<file path="src/design/rlp_pkg.sv">
package rlp_pkg;

  // clock and millisecond tick
  localparam int CLK_PERIOD_NS = 10;
  localparam int TICK_NS       = 1_000_000;
  localparam int TICK_CYCLES   = TICK_NS / CLK_PERIOD_NS;

  // sizes
  localparam int NUM_LINES  = 8;
  localparam int MAX_PEERS  = 40;
  localparam int IDX_W      = 6;
  localparam logic [2:0] MISS_LAST = 3'h7;  // eighth consecutive miss

  // times in milliseconds, counted on the tick; the transmit burst in clock cycles
  localparam logic [14:0] BOND_HOLD_MS    = 15'h07D0;  // 2000
  localparam logic [14:0] SEARCH_MS       = 15'h7530;  // 30000
  localparam logic [14:0] FOUND_MS        = 15'h0BB8;  // 3000
  localparam logic [14:0] FULL_MS         = 15'h2710;  // 10000
  localparam logic [6:0]  REPLY_HOLD_MS   = 7'h64;     // 100
  localparam logic [9:0]  SEARCH_ON_MS    = 10'h064;   // 100
  localparam logic [9:0]  SEARCH_OFF_MS   = 10'h384;   // 900
  localparam logic [9:0]  FOUND_ON_MS     = 10'h190;   // 400
  localparam logic [9:0]  FOUND_OFF_MS    = 10'h064;   // 100
  localparam logic [9:0]  FULL_ON_MS      = 10'h064;   // 100
  localparam logic [9:0]  FULL_OFF_MS     = 10'h064;   // 100
  localparam logic [5:0]  PAIR_SLOT_MS    = 6'h32;     // 50
  localparam logic [3:0]  CTRL_PERIOD_MS  = 4'hD;      // 13
  localparam logic [4:0]  TX_BURST_CYC    = 5'h10;     // 16 cycles

  // register byte offsets
  localparam logic [7:0] REG_CTRL      = 8'h00;
  localparam logic [7:0] REG_DIR_MASK  = 8'h04;
  localparam logic [7:0] REG_ANALOG    = 8'h08;
  localparam logic [7:0] REG_PAYLOAD   = 8'h0C;
  localparam logic [7:0] REG_LOCAL     = 8'h10;
  localparam logic [7:0] REG_CMD       = 8'h14;
  localparam logic [7:0] REG_PERM      = 8'h18;
  localparam logic [7:0] REG_STATUS    = 8'h1C;
  localparam logic [7:0] REG_HOST_DATA = 8'h20;
  localparam logic [7:0] REG_PEER      = 8'h24;

  // control bits
  localparam int CTRL_SERIAL_SRC = 0;
  localparam int CTRL_PAYLOAD_EN = 1;
  localparam int CTRL_SAMPLE_A   = 2;
  localparam int CTRL_SAMPLE_B   = 3;
  // command bits
  localparam int CMD_PAIR        = 0;
  localparam int CMD_CANCEL      = 1;
  localparam int CMD_SAMPLE_REQ  = 2;
  localparam int CMD_SEND_CTRL   = 3;

  localparam logic [7:0]  FULL_MASK   = 8'hFF;
  localparam logic [31:0] DEFAULT_ADR = 32'h0000_0001;  // arbitrary value

  // packet kinds on the radio side
  typedef enum logic [1:0] {
    PK_CTRL   = 2'h0,
    PK_ACK    = 2'h1,
    PK_SAMPLE = 2'h2,
    PK_PAIR   = 2'h3
  } rlp_kind_t;

  typedef struct packed {
    rlp_kind_t   kind;
    logic [31:0] src_addr;   // sender's local address
    logic [31:0] echo_addr;  // acknowledged sender, for acknowledgements
    logic [7:0]  status;     // line states
    logic [15:0] data;       // attached bytes
  } rlp_pkt_t;

  // pairing states
  typedef enum logic [3:0] {
    P_IDLE   = 4'b0001,
    P_SEARCH = 4'b0010,
    P_FOUND  = 4'b0100,
    P_FULL   = 4'b1000
  } rlp_pair_t;

endpackage

</file>
<file path="src/design/rlp_top.sv">
// The address-and-strobe port and the register offsets are this design's own decisions.
`timescale 1ns/1ps
module rlp_top
  import rlp_pkg::*;
#(
  parameter int          TICK_CYC   = TICK_CYCLES,
  parameter logic [31:0] LOCAL_ADDR = DEFAULT_ADR
)(
  input  wire logic        clk_sys,
  input  wire logic        arst_n,
  input  wire logic [7:0]  reg_addr,
  input  wire logic [31:0] reg_wdata,
  input  wire logic        reg_wr,
  input  wire logic        reg_rd,
  output logic [31:0]      reg_rdata_q,
  input  wire logic        rx_pkt_valid,
  input  wire rlp_pkt_t    rx_pkt,
  input  wire logic        rx_slot_miss,
  output logic             tx_pkt_valid_q,
  output rlp_pkt_t         tx_pkt_q,
  output logic             hop_lock_q,
  output logic [31:0]      hop_seed_q,
  input  wire logic [7:0]  remote_lines_in,
  output logic [7:0]       remote_lines_out_q,
  output logic [7:0]       remote_lines_oe_q,
  input  wire logic        low_group_direction,
  input  wire logic        high_group_direction,
  input  wire logic        bond_request,
  input  wire logic        reply_permit,
  input  wire logic [7:0]  analog_a,
  input  wire logic [7:0]  analog_b,
  output logic             reply_seen_q,
  output logic             activity_indicator_q,
  output logic             tx_amp_enable_q,
  output logic             rx_amp_enable_q
);

  ////////////////////////////////////////////////////////////////////////////
  // helpers

  // count of set bits in a nibble
  function automatic logic [2:0] ones4(input logic [3:0] v);
    ones4 = 3'({2'h0, v[0]} + {2'h0, v[1]} + {2'h0, v[2]} + {2'h0, v[3]});
  endfunction

  ////////////////////////////////////////////////////////////////////////////
  // millisecond tick divider
  logic [31:0] div_q, div_d;  // cycle count within a tick
  logic        tick_q, tick_d; // one-cycle pulse per millisecond

  // wrap the divider at the tick period
  always_comb
  begin
    tick_d = (div_q == 32'(TICK_CYC - 1));
    div_d  = tick_d ? 32'h0 : div_q + 32'h1;
  end

  always_ff @(posedge clk_sys or negedge arst_n)
  begin
    if (!arst_n)
    begin
      div_q  <= 32'h0;
      tick_q <= 1'b0;
    end
    else
    begin
      div_q  <= div_d;
      tick_q <= tick_d;
    end
  end

  ////////////////////////////////////////////////////////////////////////////
  // configuration registers
  logic [3:0]  ctrl_q, ctrl_d;       // control source, payload, sample picks
  logic [7:0]  dir_mask_q, dir_mask_d; // 1 = input, serial source
  logic [3:0]  analog_q, analog_d;   // analog picks on lines 4..7
  logic [15:0] payload_q, payload_d; // preset acknowledgement bytes
  logic [31:0] local_q, local_d;     // own address
  logic        cmd_wr;               // command register written
  logic        perm_wr;              // permission register written
  logic [7:0]  dir_eff;              // effective direction, 1 = input
  logic [7:0]  analog_lines;         // analog lines as a byte

  // register writes; an analog pick of more than two lines is refused
  always_comb
  begin
    ctrl_d     = ctrl_q;
    dir_mask_d = dir_mask_q;
    analog_d   = analog_q;
    payload_d  = payload_q;
    local_d    = local_q;
    cmd_wr     = reg_wr && (reg_addr == REG_CMD);
    perm_wr    = reg_wr && (reg_addr == REG_PERM);
    if (reg_wr)
    begin
      case (reg_addr)
        REG_CTRL:     ctrl_d     = reg_wdata[3:0];
        REG_DIR_MASK: dir_mask_d = reg_wdata[7:0];
        REG_ANALOG:
        begin
          if (ones4(reg_wdata[7:4]) <= 3'h2)
            analog_d = reg_wdata[7:4];
        end
        REG_PAYLOAD:  payload_d  = reg_wdata[15:0];
        REG_LOCAL:    local_d    = reg_wdata;
        default:      ;
      endcase
    end
    analog_lines = {analog_q, 4'h0};
    // serial source takes the per-line mask, else the two group pins
    if (ctrl_q[CTRL_SERIAL_SRC])
      dir_eff = dir_mask_q;
    else
      dir_eff = {{4{high_group_direction}}, {4{low_group_direction}}};
  end

  always_ff @(posedge clk_sys or negedge arst_n)
  begin
    if (!arst_n)
    begin
      ctrl_q     <= 4'h0;
      dir_mask_q <= 8'h00;
      analog_q   <= 4'h0;
      payload_q  <= 16'h0000;
      local_q    <= DEFAULT_ADR;
    end
    else
    begin
      ctrl_q     <= ctrl_d;
      dir_mask_q <= dir_mask_d;
      analog_q   <= analog_d;
      payload_q  <= payload_d;
      local_q    <= (local_q == DEFAULT_ADR && local_d == DEFAULT_ADR) ? LOCAL_ADDR : local_d;
    end
  end

  ////////////////////////////////////////////////////////////////////////////
  // paired list and pairing sequence
  logic [31:0]      peer_addr_q [MAX_PEERS];
  logic [7:0]       peer_mask_q [MAX_PEERS];
  logic [31:0]      peer_addr_d [MAX_PEERS];
  logic [7:0]       peer_mask_d [MAX_PEERS];
  logic [IDX_W-1:0] count_q, count_d;   // entries in use
  logic             rx_hit;             // sender is in the list
  logic [IDX_W-1:0] rx_idx;             // its entry
  rlp_pair_t        pst_q, pst_d;       // pairing state
  logic [14:0]      ptmr_q, ptmr_d;     // pairing timer, ms
  logic [14:0]      hold_q, hold_d;     // bond high time, ms
  logic             held_q, held_d;     // sustained hold seen
  logic             bond_prev_q;        // last bond level
  logic [5:0]       slot_q, slot_d;     // search slot timer, ms
  logic             tx_phase_q, tx_phase_d; // search transmit half
  logic             pair_tx;            // send a search packet
  logic             bond_rise;
  logic             table_full;
  logic             contact;            // another searcher heard

  // search the list; the lowest matching entry wins
  always_comb
  begin
    rx_hit = 1'b0;
    rx_idx = '0;
    for (int i = MAX_PEERS - 1; i >= 0; i--)
    begin
      if ((IDX_W'(i) < count_q) && (peer_addr_q[i] == rx_pkt.src_addr))
      begin
        rx_hit = 1'b1;
        rx_idx = IDX_W'(i);
      end
    end
  end

  // pairing sequence and list updates
  always_comb
  begin
    peer_addr_d = peer_addr_q;
    peer_mask_d = peer_mask_q;
    count_d     = count_q;
    pst_d       = pst_q;
    ptmr_d      = ptmr_q;
    held_d      = held_q;
    slot_d      = slot_q;
    tx_phase_d  = tx_phase_q;
    pair_tx     = 1'b0;
    bond_rise   = bond_request && !bond_prev_q;
    table_full  = (count_q == IDX_W'(MAX_PEERS));
    contact     = rx_pkt_valid && (rx_pkt.kind == PK_PAIR);
    // the high time counts ticks while the pin is high; clearing it while low
    // keeps an old long hold from ending a later serially started search
    if (bond_rise || !bond_request)
      hold_d = 15'h0;
    else if (bond_request && tick_q && hold_q < BOND_HOLD_MS)
      hold_d = hold_q + 15'h1;
    else
      hold_d = hold_q;
    if (tick_q && pst_q != P_IDLE)
      ptmr_d = ptmr_q + 15'h1;
    case (pst_q)
      P_IDLE:
      begin
        if (bond_rise || (cmd_wr && reg_wdata[CMD_PAIR]))
        begin
          ptmr_d = 15'h0;
          held_d = 1'b0;
          slot_d = 6'h0;
          tx_phase_d = 1'b1;
          pst_d = table_full ? P_FULL : P_SEARCH;
        end
      end
      P_SEARCH:
      begin
        if (hold_q >= BOND_HOLD_MS)
          held_d = 1'b1;
        // alternate between sending and listening
        if (tick_q)
        begin
          slot_d = (slot_q == PAIR_SLOT_MS - 6'h1) ? 6'h0 : slot_q + 6'h1;
          if (slot_q == PAIR_SLOT_MS - 6'h1)
            tx_phase_d = !tx_phase_q;
        end
        pair_tx = tx_phase_q && tick_q && (slot_q == 6'h0);
        if (bond_rise || (cmd_wr && reg_wdata[CMD_CANCEL]))
          pst_d = P_IDLE;
        else if (contact && !table_full)
        begin
          pair_tx = 1'b1; // answer so the other side completes too
          ptmr_d = 15'h0;
          pst_d = P_FOUND;
          if (rx_hit)
            peer_mask_d[rx_idx] = FULL_MASK;
          else
          begin
            peer_addr_d[count_q] = rx_pkt.src_addr;
            peer_mask_d[count_q] = FULL_MASK;
            count_d = count_q + IDX_W'(1);
          end
        end
        else if (!bond_request && (held_q || ptmr_q >= SEARCH_MS))
          pst_d = P_IDLE;
      end
      P_FOUND:
      begin
        if (ptmr_q >= FOUND_MS && !bond_request)
          pst_d = P_IDLE;
      end
      P_FULL:
      begin
        if (ptmr_q >= FULL_MS)
          pst_d = P_IDLE;
      end
      default: pst_d = P_IDLE;
    endcase
    // software may narrow a partner's mask afterwards
    if (perm_wr && reg_wdata[5:0] < count_q)
      peer_mask_d[reg_wdata[5:0]] = reg_wdata[15:8];
  end

  always_ff @(posedge clk_sys or negedge arst_n)
  begin
    if (!arst_n)
    begin
      for (int i = 0; i < MAX_PEERS; i++)
      begin
        peer_addr_q[i] <= 32'h0;
        peer_mask_q[i] <= 8'h00;
      end
      count_q     <= '0;
      pst_q       <= P_IDLE;
      ptmr_q      <= 15'h0;
      hold_q      <= 15'h0;
      held_q      <= 1'b0;
      bond_prev_q <= 1'b0;
      slot_q      <= 6'h0;
      tx_phase_q  <= 1'b0;
    end
    else
    begin
      peer_addr_q <= peer_addr_d;
      peer_mask_q <= peer_mask_d;
      count_q     <= count_d;
      pst_q       <= pst_d;
      ptmr_q      <= ptmr_d;
      hold_q      <= hold_d;
      held_q      <= held_d;
      bond_prev_q <= bond_request;
      slot_q      <= slot_d;
      tx_phase_q  <= tx_phase_d;
    end
  end

  ////////////////////////////////////////////////////////////////////////////
  // link: responding and initiating roles
  logic [2:0]  miss_q, miss_d;        // consecutive misses while locked
  logic [7:0]  lines_d, oe_d;
  logic [6:0]  rtmr_q, rtmr_d;        // reply-seen hold, ms
  logic [7:0]  last_status_q, last_status_d;
  logic        sent_q, sent_d;        // a control packet has gone out
  logic [3:0]  ctmr_q, ctmr_d;        // control repeat timer, ms
  logic [15:0] host_q, host_d;        // bytes for the host
  logic        host_new_q, host_new_d;
  logic        lock_d;
  logic [31:0] seed_d;
  logic        tx_v_d;
  rlp_pkt_t    tx_d;
  logic        ctrl_ok, samp_ok, ack_ok;
  logic [7:0]  in_lines;              // digital input lines
  logic [15:0] samp_data;

  always_comb
  begin
    miss_d        = miss_q;
    lock_d        = hop_lock_q;
    seed_d        = hop_seed_q;
    rtmr_d        = rtmr_q;
    last_status_d = last_status_q;
    sent_d        = sent_q;
    ctmr_d        = ctmr_q;
    host_d        = host_q;
    host_new_d    = host_new_q;
    tx_v_d        = 1'b0;
    tx_d          = '{kind: PK_CTRL, src_addr: local_q, echo_addr: 32'h0,
                      status: 8'h00, data: 16'h0000};
    oe_d          = ~dir_eff & ~analog_lines;
    lines_d       = remote_lines_out_q & oe_d;
    in_lines      = remote_lines_in & dir_eff & ~analog_lines;
    samp_data     = {ctrl_q[CTRL_SAMPLE_B] ? analog_b : 8'h00,
                     ctrl_q[CTRL_SAMPLE_A] ? analog_a : 8'h00};
    // unpaired or foreign senders are dropped while locked
    ctrl_ok = rx_pkt_valid && rx_pkt.kind == PK_CTRL && rx_hit
              && (!hop_lock_q || rx_pkt.src_addr == hop_seed_q);
    samp_ok = rx_pkt_valid && rx_pkt.kind == PK_SAMPLE && rx_hit
              && (!hop_lock_q || rx_pkt.src_addr == hop_seed_q);
    ack_ok  = rx_pkt_valid && rx_pkt.kind == PK_ACK && sent_q
              && rx_pkt.echo_addr == local_q && rx_pkt.status == last_status_q;
    if (ctrl_ok)
    begin
      lock_d = 1'b1;
      seed_d = rx_pkt.src_addr;
      miss_d = 3'h0;
      for (int i = 0; i < NUM_LINES; i++)
      begin
        if (oe_d[i] && peer_mask_q[rx_idx][i])
          lines_d[i] = rx_pkt.status[i];
      end
      if (reply_permit)
      begin
        tx_v_d = 1'b1;
        tx_d.kind = PK_ACK;
        tx_d.echo_addr = rx_pkt.src_addr;
        tx_d.status = rx_pkt.status;
        tx_d.data = ctrl_q[CTRL_PAYLOAD_EN] ? payload_q : 16'h0000;
      end
    end
    else if (hop_lock_q && rx_slot_miss)
    begin
      miss_d = miss_q + 3'h1;
      if (miss_q == MISS_LAST)
        lock_d = 1'b0;
    end
    if (samp_ok && !ctrl_ok)
    begin
      tx_v_d = 1'b1;
      tx_d.kind = PK_ACK;
      tx_d.echo_addr = rx_pkt.src_addr;
      tx_d.status = rx_pkt.status;
      tx_d.data = samp_data;
    end
    // initiator: matching acknowledgements restart the hold
    if (ack_ok)
    begin
      rtmr_d = REPLY_HOLD_MS;
      host_d = rx_pkt.data;
      host_new_d = 1'b1;
    end
    else if (tick_q && rtmr_q != 7'h0)
      rtmr_d = rtmr_q - 7'h1;
    if (!ack_ok && reg_rd && reg_addr == REG_HOST_DATA)
      host_new_d = 1'b0;
    if (tick_q)
      ctmr_d = (ctmr_q == 4'h0) ? 4'h0 : ctmr_q - 4'h1;
    // lower-priority sends only when no answer is going out
    if (!tx_v_d)
    begin
      if (pair_tx)
      begin
        tx_v_d = 1'b1;
        tx_d.kind = PK_PAIR;
      end
      else if (cmd_wr && reg_wdata[CMD_SAMPLE_REQ])
      begin
        tx_v_d = 1'b1;
        tx_d.kind = PK_SAMPLE;
      end
      else if ((cmd_wr && reg_wdata[CMD_SEND_CTRL])
               || (in_lines != 8'h00 && ctmr_q == 4'h0 && pst_q == P_IDLE))
      begin
        tx_v_d = 1'b1;
        tx_d.status = (cmd_wr && reg_wdata[CMD_SEND_CTRL]) ? reg_wdata[15:8] : in_lines;
        last_status_d = tx_d.status;
        sent_d = 1'b1;
        ctmr_d = CTRL_PERIOD_MS;
      end
    end
  end

  always_ff @(posedge clk_sys or negedge arst_n)
  begin
    if (!arst_n)
    begin
      miss_q             <= 3'h0;
      hop_lock_q         <= 1'b0;
      hop_seed_q         <= 32'h0;
      rtmr_q             <= 7'h0;
      reply_seen_q       <= 1'b0;
      last_status_q      <= 8'h00;
      sent_q             <= 1'b0;
      ctmr_q             <= 4'h0;
      host_q             <= 16'h0000;
      host_new_q         <= 1'b0;
      tx_pkt_valid_q     <= 1'b0;
      tx_pkt_q           <= '0;
      remote_lines_out_q <= 8'h00;
      remote_lines_oe_q  <= 8'h00;
    end
    else
    begin
      miss_q             <= miss_d;
      hop_lock_q         <= lock_d;
      hop_seed_q         <= seed_d;
      rtmr_q             <= rtmr_d;
      reply_seen_q       <= (rtmr_d != 7'h0);
      last_status_q      <= last_status_d;
      sent_q             <= sent_d;
      ctmr_q             <= ctmr_d;
      host_q             <= host_d;
      host_new_q         <= host_new_d;
      tx_pkt_valid_q     <= tx_v_d;
      tx_pkt_q           <= tx_d;
      remote_lines_out_q <= lines_d;
      remote_lines_oe_q  <= oe_d;
    end
  end

  ////////////////////////////////////////////////////////////////////////////
  // indicator, amplifier enables and read port
  logic [9:0]  pat_q, pat_d;       // position in the blink period, ms
  logic [9:0]  on_ms, period_ms;
  logic [4:0]  burst_q, burst_d;   // transmit window, cycles
  logic        ind_d, txa_d;
  logic [31:0] rdata_d;

  always_comb
  begin
    on_ms     = SEARCH_ON_MS;
    period_ms = SEARCH_ON_MS + SEARCH_OFF_MS;
    case (pst_q)
      P_FOUND:
      begin
        on_ms     = FOUND_ON_MS;
        period_ms = FOUND_ON_MS + FOUND_OFF_MS;
      end
      P_FULL:
      begin
        on_ms     = FULL_ON_MS;
        period_ms = FULL_ON_MS + FULL_OFF_MS;
      end
      default: ;
    endcase
    // restart the pattern whenever the pairing state moves
    if (pst_d != pst_q)
      pat_d = 10'h0;
    else if (tick_q)
      pat_d = (pat_q == period_ms - 10'h1) ? 10'h0 : pat_q + 10'h1;
    else
      pat_d = pat_q;
    if (pst_d == P_IDLE)
      ind_d = lock_d || tx_v_d || burst_q != 5'h0;
    else
      ind_d = (pat_d < on_ms);
    burst_d = tx_v_d ? TX_BURST_CYC : (burst_q == 5'h0 ? 5'h0 : burst_q - 5'h1);
    // the whole transmit half of a search counts as transmit mode
    txa_d = (burst_d != 5'h0) || (pst_d == P_SEARCH && tx_phase_d);
    // read data for the cycle after the strobe; holes read zero
    rdata_d = 32'h0;
    if (reg_rd)
    begin
      case (reg_addr)
        REG_CTRL:      rdata_d = {28'h0, ctrl_q};
        REG_DIR_MASK:  rdata_d = {24'h0, dir_mask_q};
        REG_ANALOG:    rdata_d = {24'h0, analog_lines};
        REG_PAYLOAD:   rdata_d = {16'h0, payload_q};
        REG_LOCAL:     rdata_d = local_q;
        REG_PERM:      rdata_d = {26'h0, count_q};
        REG_STATUS:    rdata_d = {16'h0, dir_eff, pst_q, reply_seen_q, hop_lock_q,
                                  tx_amp_enable_q, rx_amp_enable_q};
        REG_HOST_DATA: rdata_d = {15'h0, host_new_q, host_q};
        REG_PEER:      rdata_d = hop_seed_q;
        default:       rdata_d = 32'h0;
      endcase
    end
  end

  always_ff @(posedge clk_sys or negedge arst_n)
  begin
    if (!arst_n)
    begin
      pat_q                <= 10'h0;
      burst_q              <= 5'h0;
      activity_indicator_q <= 1'b0;
      tx_amp_enable_q      <= 1'b0;
      rx_amp_enable_q      <= 1'b0;
      reg_rdata_q          <= 32'h0;
    end
    else
    begin
      pat_q                <= pat_d;
      burst_q              <= burst_d;
      activity_indicator_q <= ind_d;
      tx_amp_enable_q      <= txa_d;
      rx_amp_enable_q      <= !txa_d;
      reg_rdata_q          <= rdata_d;
    end
  end

endmodule // rlp_top

</file>
<file path="config.mk">
export PLATFORM = sky130hd
export DESIGN_NAME = rlp_top
export DESIGN_NICKNAME = d
export VERILOG_FILES = /design/src/design/rlp_pkg.sv /design/src/design/rlp_top.sv
export SDC_FILE = /design/constraint.sdc
export NUM_CORES = 2
export LEC_CHECK = 0
export ABC_CLOCK_PERIOD_IN_PS = 10100
export CAP_MARGIN = 10
export CORE_AREA = 2 2 475 430
export CTS_CLUSTER_DIAMETER = 100
export DETAILED_ROUTE_END_ITERATION = 12
export DIE_AREA = 0 0 477 432
export DONT_BUFFER_PORTS = 1
export PLACE_DENSITY_LB_ADDON = 0.2
export SETUP_SLACK_MARGIN = 0.15
export SYNTH_ARGS = -nofsm -noshare
export SYNTH_HDL_FRONTEND = slang
export SYNTH_SLANG_ARGS = --single-unit
export TNS_END_PERCENT = 20
</file>
<file path="constraint.sdc">
create_clock -name clk_sys -period 10.1 [get_ports clk_sys]
set_input_delay 1.01 -clock clk_sys [delete_from_list [all_inputs] [get_ports clk_sys]]
set_output_delay 1.01 -clock clk_sys [all_outputs]
set_load 0.01 [all_outputs]
</file>
# [After elaboration in Yosys (flattened, before gate mapping)]
# Cells that the tools add are included.
[word_totals] in_bits=164 elab_cells=592 reg_bits=1977
[classes] bitwise_logic=16 eq_ne=73 n_lt_le_gt_ge=54 add_sub_neg=14 n_reduce_logical=126 n_mux=190
[ops] cell="2-to-1 mux 320 bit" n=5
[ops] cell="equality test 32 bit" n=42
[ops] cell="bitwise mux 1280 bit" n=1
[ops] cell="OR 320 bit" n=2
[ops] cell="bitwise mux 320 bit" n=1
[ops] cell="one-hot mux 32 bit (9 select lines)" n=1
[ops] cell="2-to-1 mux 6 bit" n=43
[ops] cell="demux 32 bit (select 6 bit)" n=1
[ops] cell="2-to-1 mux 32 bit" n=6
[ops] cell="2-to-1 mux 56 bit" n=3
[ops] cell="demux 8 bit (select 6 bit)" n=3
[ops] cell="2-to-1 mux 8 bit" n=14
[ops] cell="< comparator 5 x 6 -> 1 bit, first input constant" n=16
[ops] cell="2-to-1 mux 15 bit" n=6
[ops] cell="logical AND 1 bit" n=87
[ops] cell="2-to-1 mux 1 bit" n=71
[ops] cell="equality test 32 x 1 -> 1 bit, second input constant" n=2
[ops] cell="2-to-1 mux 4 bit" n=13
[ops] cell="binary-select mux 8 bit (select 6 bit)" n=1
[ops] cell="< comparator 4 x 6 -> 1 bit, first input constant" n=8
[ops] cell="< comparator 6 bit, first input constant" n=8
[ops] cell="adder 32 x 1 -> 32 bit, second input constant" n=1
[ops] cell="AND 8 bit" n=4
[ops] cell="equality test 32 x 17 -> 1 bit, second input constant" n=1
[ops] cell="other kinds (70)" n=133

# [Depth between registers and ports, before layout]
[logic_depth] depth_word=54 ltp_mapped=23 depth_no_buf=17

# [Worst setup path after synthesis]
# No wires, ideal clock.
[synth_timing] path_kind="input to register" startpoint="input rx_pkt[84] (netlist name)" endpoint="register remote_lines_out_q[3]" t_arrival_ns=4.885 required_ns=10.021 cell_stages=19 setup_time_ns=0.079 path_slack_ns=5.136 path_cell_list="buf_2 -> buf_2 -> xnor2_1 -> nand4_1 -> or3_1 -> nor4_4 -> and4b_1 -> a221o_1 -> a221o_1 -> and2_1 -> buf_6 -> buf_4 -> mux2i_1 -> mux2_2 -> a21oi_1 -> o21ai_0 -> a21o_1 -> a211oi_2 -> mux2i_1"
[synth_via] elab_chain_cells=49
[synth_rtl] item="from (decl)" line_no="rlp_top.sv:17" rtl="input wire rlp_pkt_t rx_pkt,"
[synth_rtl] item="equality test 32 bit" line_no="rlp_top.sv:165" rtl="if ((IDX_W'(i) < count_q) && (peer_addr_q[i] == rx_pkt.src_addr))"
[synth_rtl] item="logical AND 1 bit" line_no="rlp_top.sv:165"
[synth_rtl] item="2-to-1 mux 6 bit (40 in series)" line_no="rlp_top.sv:165"
[synth_rtl] item="inverter 6 -> 7 bit (implied by the code)" line_no="rlp_top.sv:342" rtl="if (oe_d[i] && peer_mask_q[rx_idx][i])"
[synth_rtl] item="binary-select mux 8 bit (select 6 bit)" line_no="rlp_top.sv:342"
[synth_rtl] item="2-to-1 mux 8 bit (2 in series)"
[synth_rtl] item="logical AND 1 bit" line_no="rlp_top.sv:342"
[synth_rtl] item="2-to-1 mux 1 bit" line_no="rlp_top.sv:342"
[synth_rtl] item="2-to-1 mux 8 bit *" line_no="rlp_top.sv:335" rtl="if (ctrl_ok)"
[synth_rtl] item="via lines_d[3]" line_no="rlp_top.sv:294" rtl="logic [7:0] lines_d, oe_d;"
[synth_rtl] item="to (signal assigned)" line_no="rlp_top.sv:439" rtl="remote_lines_out_q <= lines_d;"
[synth_rtl] item="to (decl)" line_no="rlp_top.sv:24" rtl="output logic [7:0] remote_lines_out_q,"
# The timed path passes the listed nets; every way through them passes the cells marked *. The select of a mux whose other input is x is not followed.
# A chain may end at the register's enable or synchronous reset.

# [Worst setup path after layout]
[layout_timing] startpoint="register count_q[1]" endpoint="register remote_lines_out_q[4]"
[layout_via] elab_chain_cells=49
[layout_rtl] item="from (decl)" line_no="rlp_top.sv:143" rtl="logic [IDX_W-1:0] count_q, count_d;"
[layout_rtl] item="from (signal assigned)" line_no="rlp_top.sv:280" rtl="count_q <= count_d;"
[layout_rtl] item="< comparator 6 bit" line_no="rlp_top.sv:165"
[layout_rtl] item="logical AND 1 bit" line_no="rlp_top.sv:165"
[layout_rtl] item="2-to-1 mux 6 bit (40 in series)" line_no="rlp_top.sv:165"
[layout_rtl] item="inverter 6 -> 7 bit (implied by the code)" line_no="rlp_top.sv:342"
[layout_rtl] item="binary-select mux 8 bit (select 6 bit)" line_no="rlp_top.sv:342"
[layout_rtl] item="2-to-1 mux 8 bit (2 in series)"
[layout_rtl] item="logical AND 1 bit" line_no="rlp_top.sv:342"
[layout_rtl] item="2-to-1 mux 1 bit" line_no="rlp_top.sv:342"
[layout_rtl] item="2-to-1 mux 8 bit *" line_no="rlp_top.sv:335"
[layout_rtl] item="via lines_d[4]" line_no="rlp_top.sv:294"
# Marks and branches as above.

==> impl_metrics.tcl <==
set metrics [dict create \
    status "finished, final reports clean" \
    hpwl_mm 213 \
    final-max-slew-violation-count 0 \
    wirelength_mm 343 \
    rows 157 \
    grt_overflow_total 0 \
    drv_cap 0 \
    die-area_um2 206000 \
    required_ns 10.83 \
    yosysTopAreaCellShare_pct 49.3 \
    grt_antenna_before_repair 26 \
    grt_max_degree 286 \
    die_w_um 477 \
    place.gp.congestion 1.01 \
    synth_enable_flop_cells 0 \
    final_nets 8532 \
    die_height_um 432 \
    ys_ff_latch 1977 \
    synthFlopType "dfrtp_1" \
    routedWlPerCell_um 30.5 \
    fmax_mhz 131 \
    ctsResizeCount 0 \
    drtIter0Drc 8225 \
    critical_path_class "reg -> reg" \
    avgSynthCellArea_um2 11.6 \
    drc 0 \
    cts_buffers 204 \
    post-route-util_pct 53.9 \
    worst_pin_slew_ns 1.33 \
    ir_drop_mv 0.140 \
    clk_latency_ns 0.88 \
    max_slew_margin_pct 11.5 \
    yosysWarnings 0 \
    cts_root_buffer "clkbuf_16" \
    syn_to_final_growth_pct 8.60 \
    h-tree-depth 4 \
    power_density_nw_per_um2 157 \
    synthesis.area_um2 100000 \
    yosysSeqAreaShare_pct 49.4 \
    dp_slack_ns 2.87 \
    io_buffers 0 \
    rsz0062_at_grt "false" \
    startpoint_type "flop" \
    synthCells 8628 \
    fin_area_um2 109000 \
    cp-end-kind "flop" \
    placed_cell_area_um2 101000 \
    start_util_pct 49.7 \
    yosysTopAreaCell "dfrtp_1" \
    p_leak_nw 49.0 \
    grt_usage_pct 32.7 \
    cts_buffer_depth 3 \
    core-area_um2 202000 \
    hold_path_class "in -> async" \
    layout-drive-gt1-share_pct 21.7 \
    drtPass1Iterations 6 \
    path_clk_slew_ns 0.07 \
    clock_skew_ns 0.0639 \
    reg2reg_from "count_q[1]$_DFFE_PN0P_" \
    synth_area_leaders "dfrtp_1, mux2_2, xnor2_1" \
    startpoint "count_q[1]$_DFFE_PN0P_" \
    first_global_vias 70300 \
    cp.arrival_ns 8.34 \
    setup_viol_count_final 0 \
    synth.distinct_cells 114 \
    setup_tns_ns 0 \
    fin_crit_sh_pct 75.4 \
    num_io_pins 340 \
    hold_viol_final 0 \
    synth-async-reset-ratio_pct 100 \
    syn-num-nets 8826 \
    cts_tree "built" \
    synth_most_common_cell "dfrtp_1" \
    drtAntennaViolNets 0 \
    synth_common_cells "dfrtp_1, mux2_2, xnor2_1" \
    avgViaCountPerCell 6.38 \
    path_max_fanout 33 \
    period_minus_slack_ns 7.61 \
    grt_pass1_wl_mm 497 \
    vias 71600 \
    clock-sinks 1977 \
    setup_ws_ns 2.49 \
]
[where the power goes]
| part | internal, mW | switching, mW | total [mW] |
|---|---|---|---|
| sequential | 7.99 | 0.0844 | 8.08 |
| combinational | 0.306 | 0.550 | 0.857 |
| clock | 4.82 | 3.34 | 8.17 |
[metrics by stage]
step	hold slack [ns]	power, mW	cells
floorplan	0.405	8.89	8628
global placement	0.422	9.04	10800
detailed placement	0.422	9.05	10800
CTS	0.105	17.2	11200
global route	0.0342	17.6	11200
finish	0.0538	17.1	11200
[layout by cell type, fill, tap and decap left out, types with 28 or more instances in the layout]
cell type / count
o21ai_0: 197
o22a_1: 278
ha_1: 33
inv_1: 76
o22ai_1: 35
clkbuf_16: 208
a22oi_1: 63
a21oi_1: 128
xor2_1: 525
mux2_2: 1290
nand2b_1: 61
clkbuf_8: 48
mux2i_1: 83
nor3_1: 118
nand2_1: 439
nand4_1: 383
clkinv_2: 37
and3_1: 44
buf_4: 89
clkbuf_1: 33
xnor2_1: 894
nand3_1: 145
and2_1: 65
nor2_1: 334
nor4_1: 273
or4_1: 34
dfrtp_1: 1974
o211ai_1: 28
or3_1: 30
[critical path, stage by stage, from the launching register on]
cell and delay [ns]:
dfrtp_1 0.32, buf_4 0.39, ha_1 1.08, a211oi_1 0.24, nor4_1 0.32, nand3_1 0.16
nor4_1 0.71, o21ai_0 0.25, a21boi_1 0.30, o21ai_0 0.16, a311o_1 0.46, a22o_2 0.30
buf_4 0.33, nand2_1 0.61, nor2_1 0.08, a211o_1 0.30, a2111oi_0 0.91, o21ai_1 0.33
mux2i_1 0.19
[flip-flops by register name, indices dropped and copies added (netlist names), 15 cells and up]
signal,count
hop_seed_q,32
div_q,32
peer_addr_q,1280
hold_q,15
host_q,16
payload_q,16
ptmr_q,15
local_q,32
tx_pkt_q,90
peer_mask_q,320
reg_rdata_q,32
[timing repair]
item / CTS / global route
setup endpoints to repair: 0 / 0
hold buffers: 2 / 0
endpoints found under the hold margin: 143 / 0
setup buffers: 0 / 0
[cells by family after synthesis]
kind of cell	Yosys count	synth area share, %
buffers and inverters	686	3.58
adders and majority gates	34	0.432
muxes	1375	15.4
AOI/OAI and AO/OA	1010	7.37
DFF	1977	49.4
and+or+nand+nor	2124	11.4
xor gates and xnor gates	1422	12.5
[metal layers]
layer	global-route usage (%)	up-vias	wire length (um)
met4	11.7	14	13200
met3	8.90	713	34300
met5	0	-	94
met2	48.2	3382	147000
met1	46.3	37100	148000
li1	-	30400	-
[worst paths after layout]
check | to | slack, ns | cells after the start
setup reg to reg | remote_lines_out_q[4]$_DFF_PN0_ | 2.49 | 18
setup / recovery | remote_lines_out_q[4]$_DFF_PN0_ | 2.49 | 18
hold / removal | peer_addr_q[827]$_DFFE_PN0P_ | 0.05 | 1
min in group clk_sys | bond_prev_q$_DFF_PN0_ | 0.19 | 0
max in group asynchronous | peer_addr_q[83]$_DFFE_PN0P_ | 6.50 | 5
hold reg to reg | tx_pkt_q[78]$_DFF_PN0_ | 0.45 | 0
[area by class of cell]
class | count | area, um^2
well taps | 2703 | 3380
clock inverters | 87 | 1260
multi-input cells | 5965 | 47300
diodes | 13 | 32.5
repair buffers | 107 | 1070
inverters | 79 | 297
flip-flops and latches | 1977 | 49500
fillers | 17200 | 92900
clock buffers | 289 | 5990
Note: power is estimated with default switching activity, not from simulation.
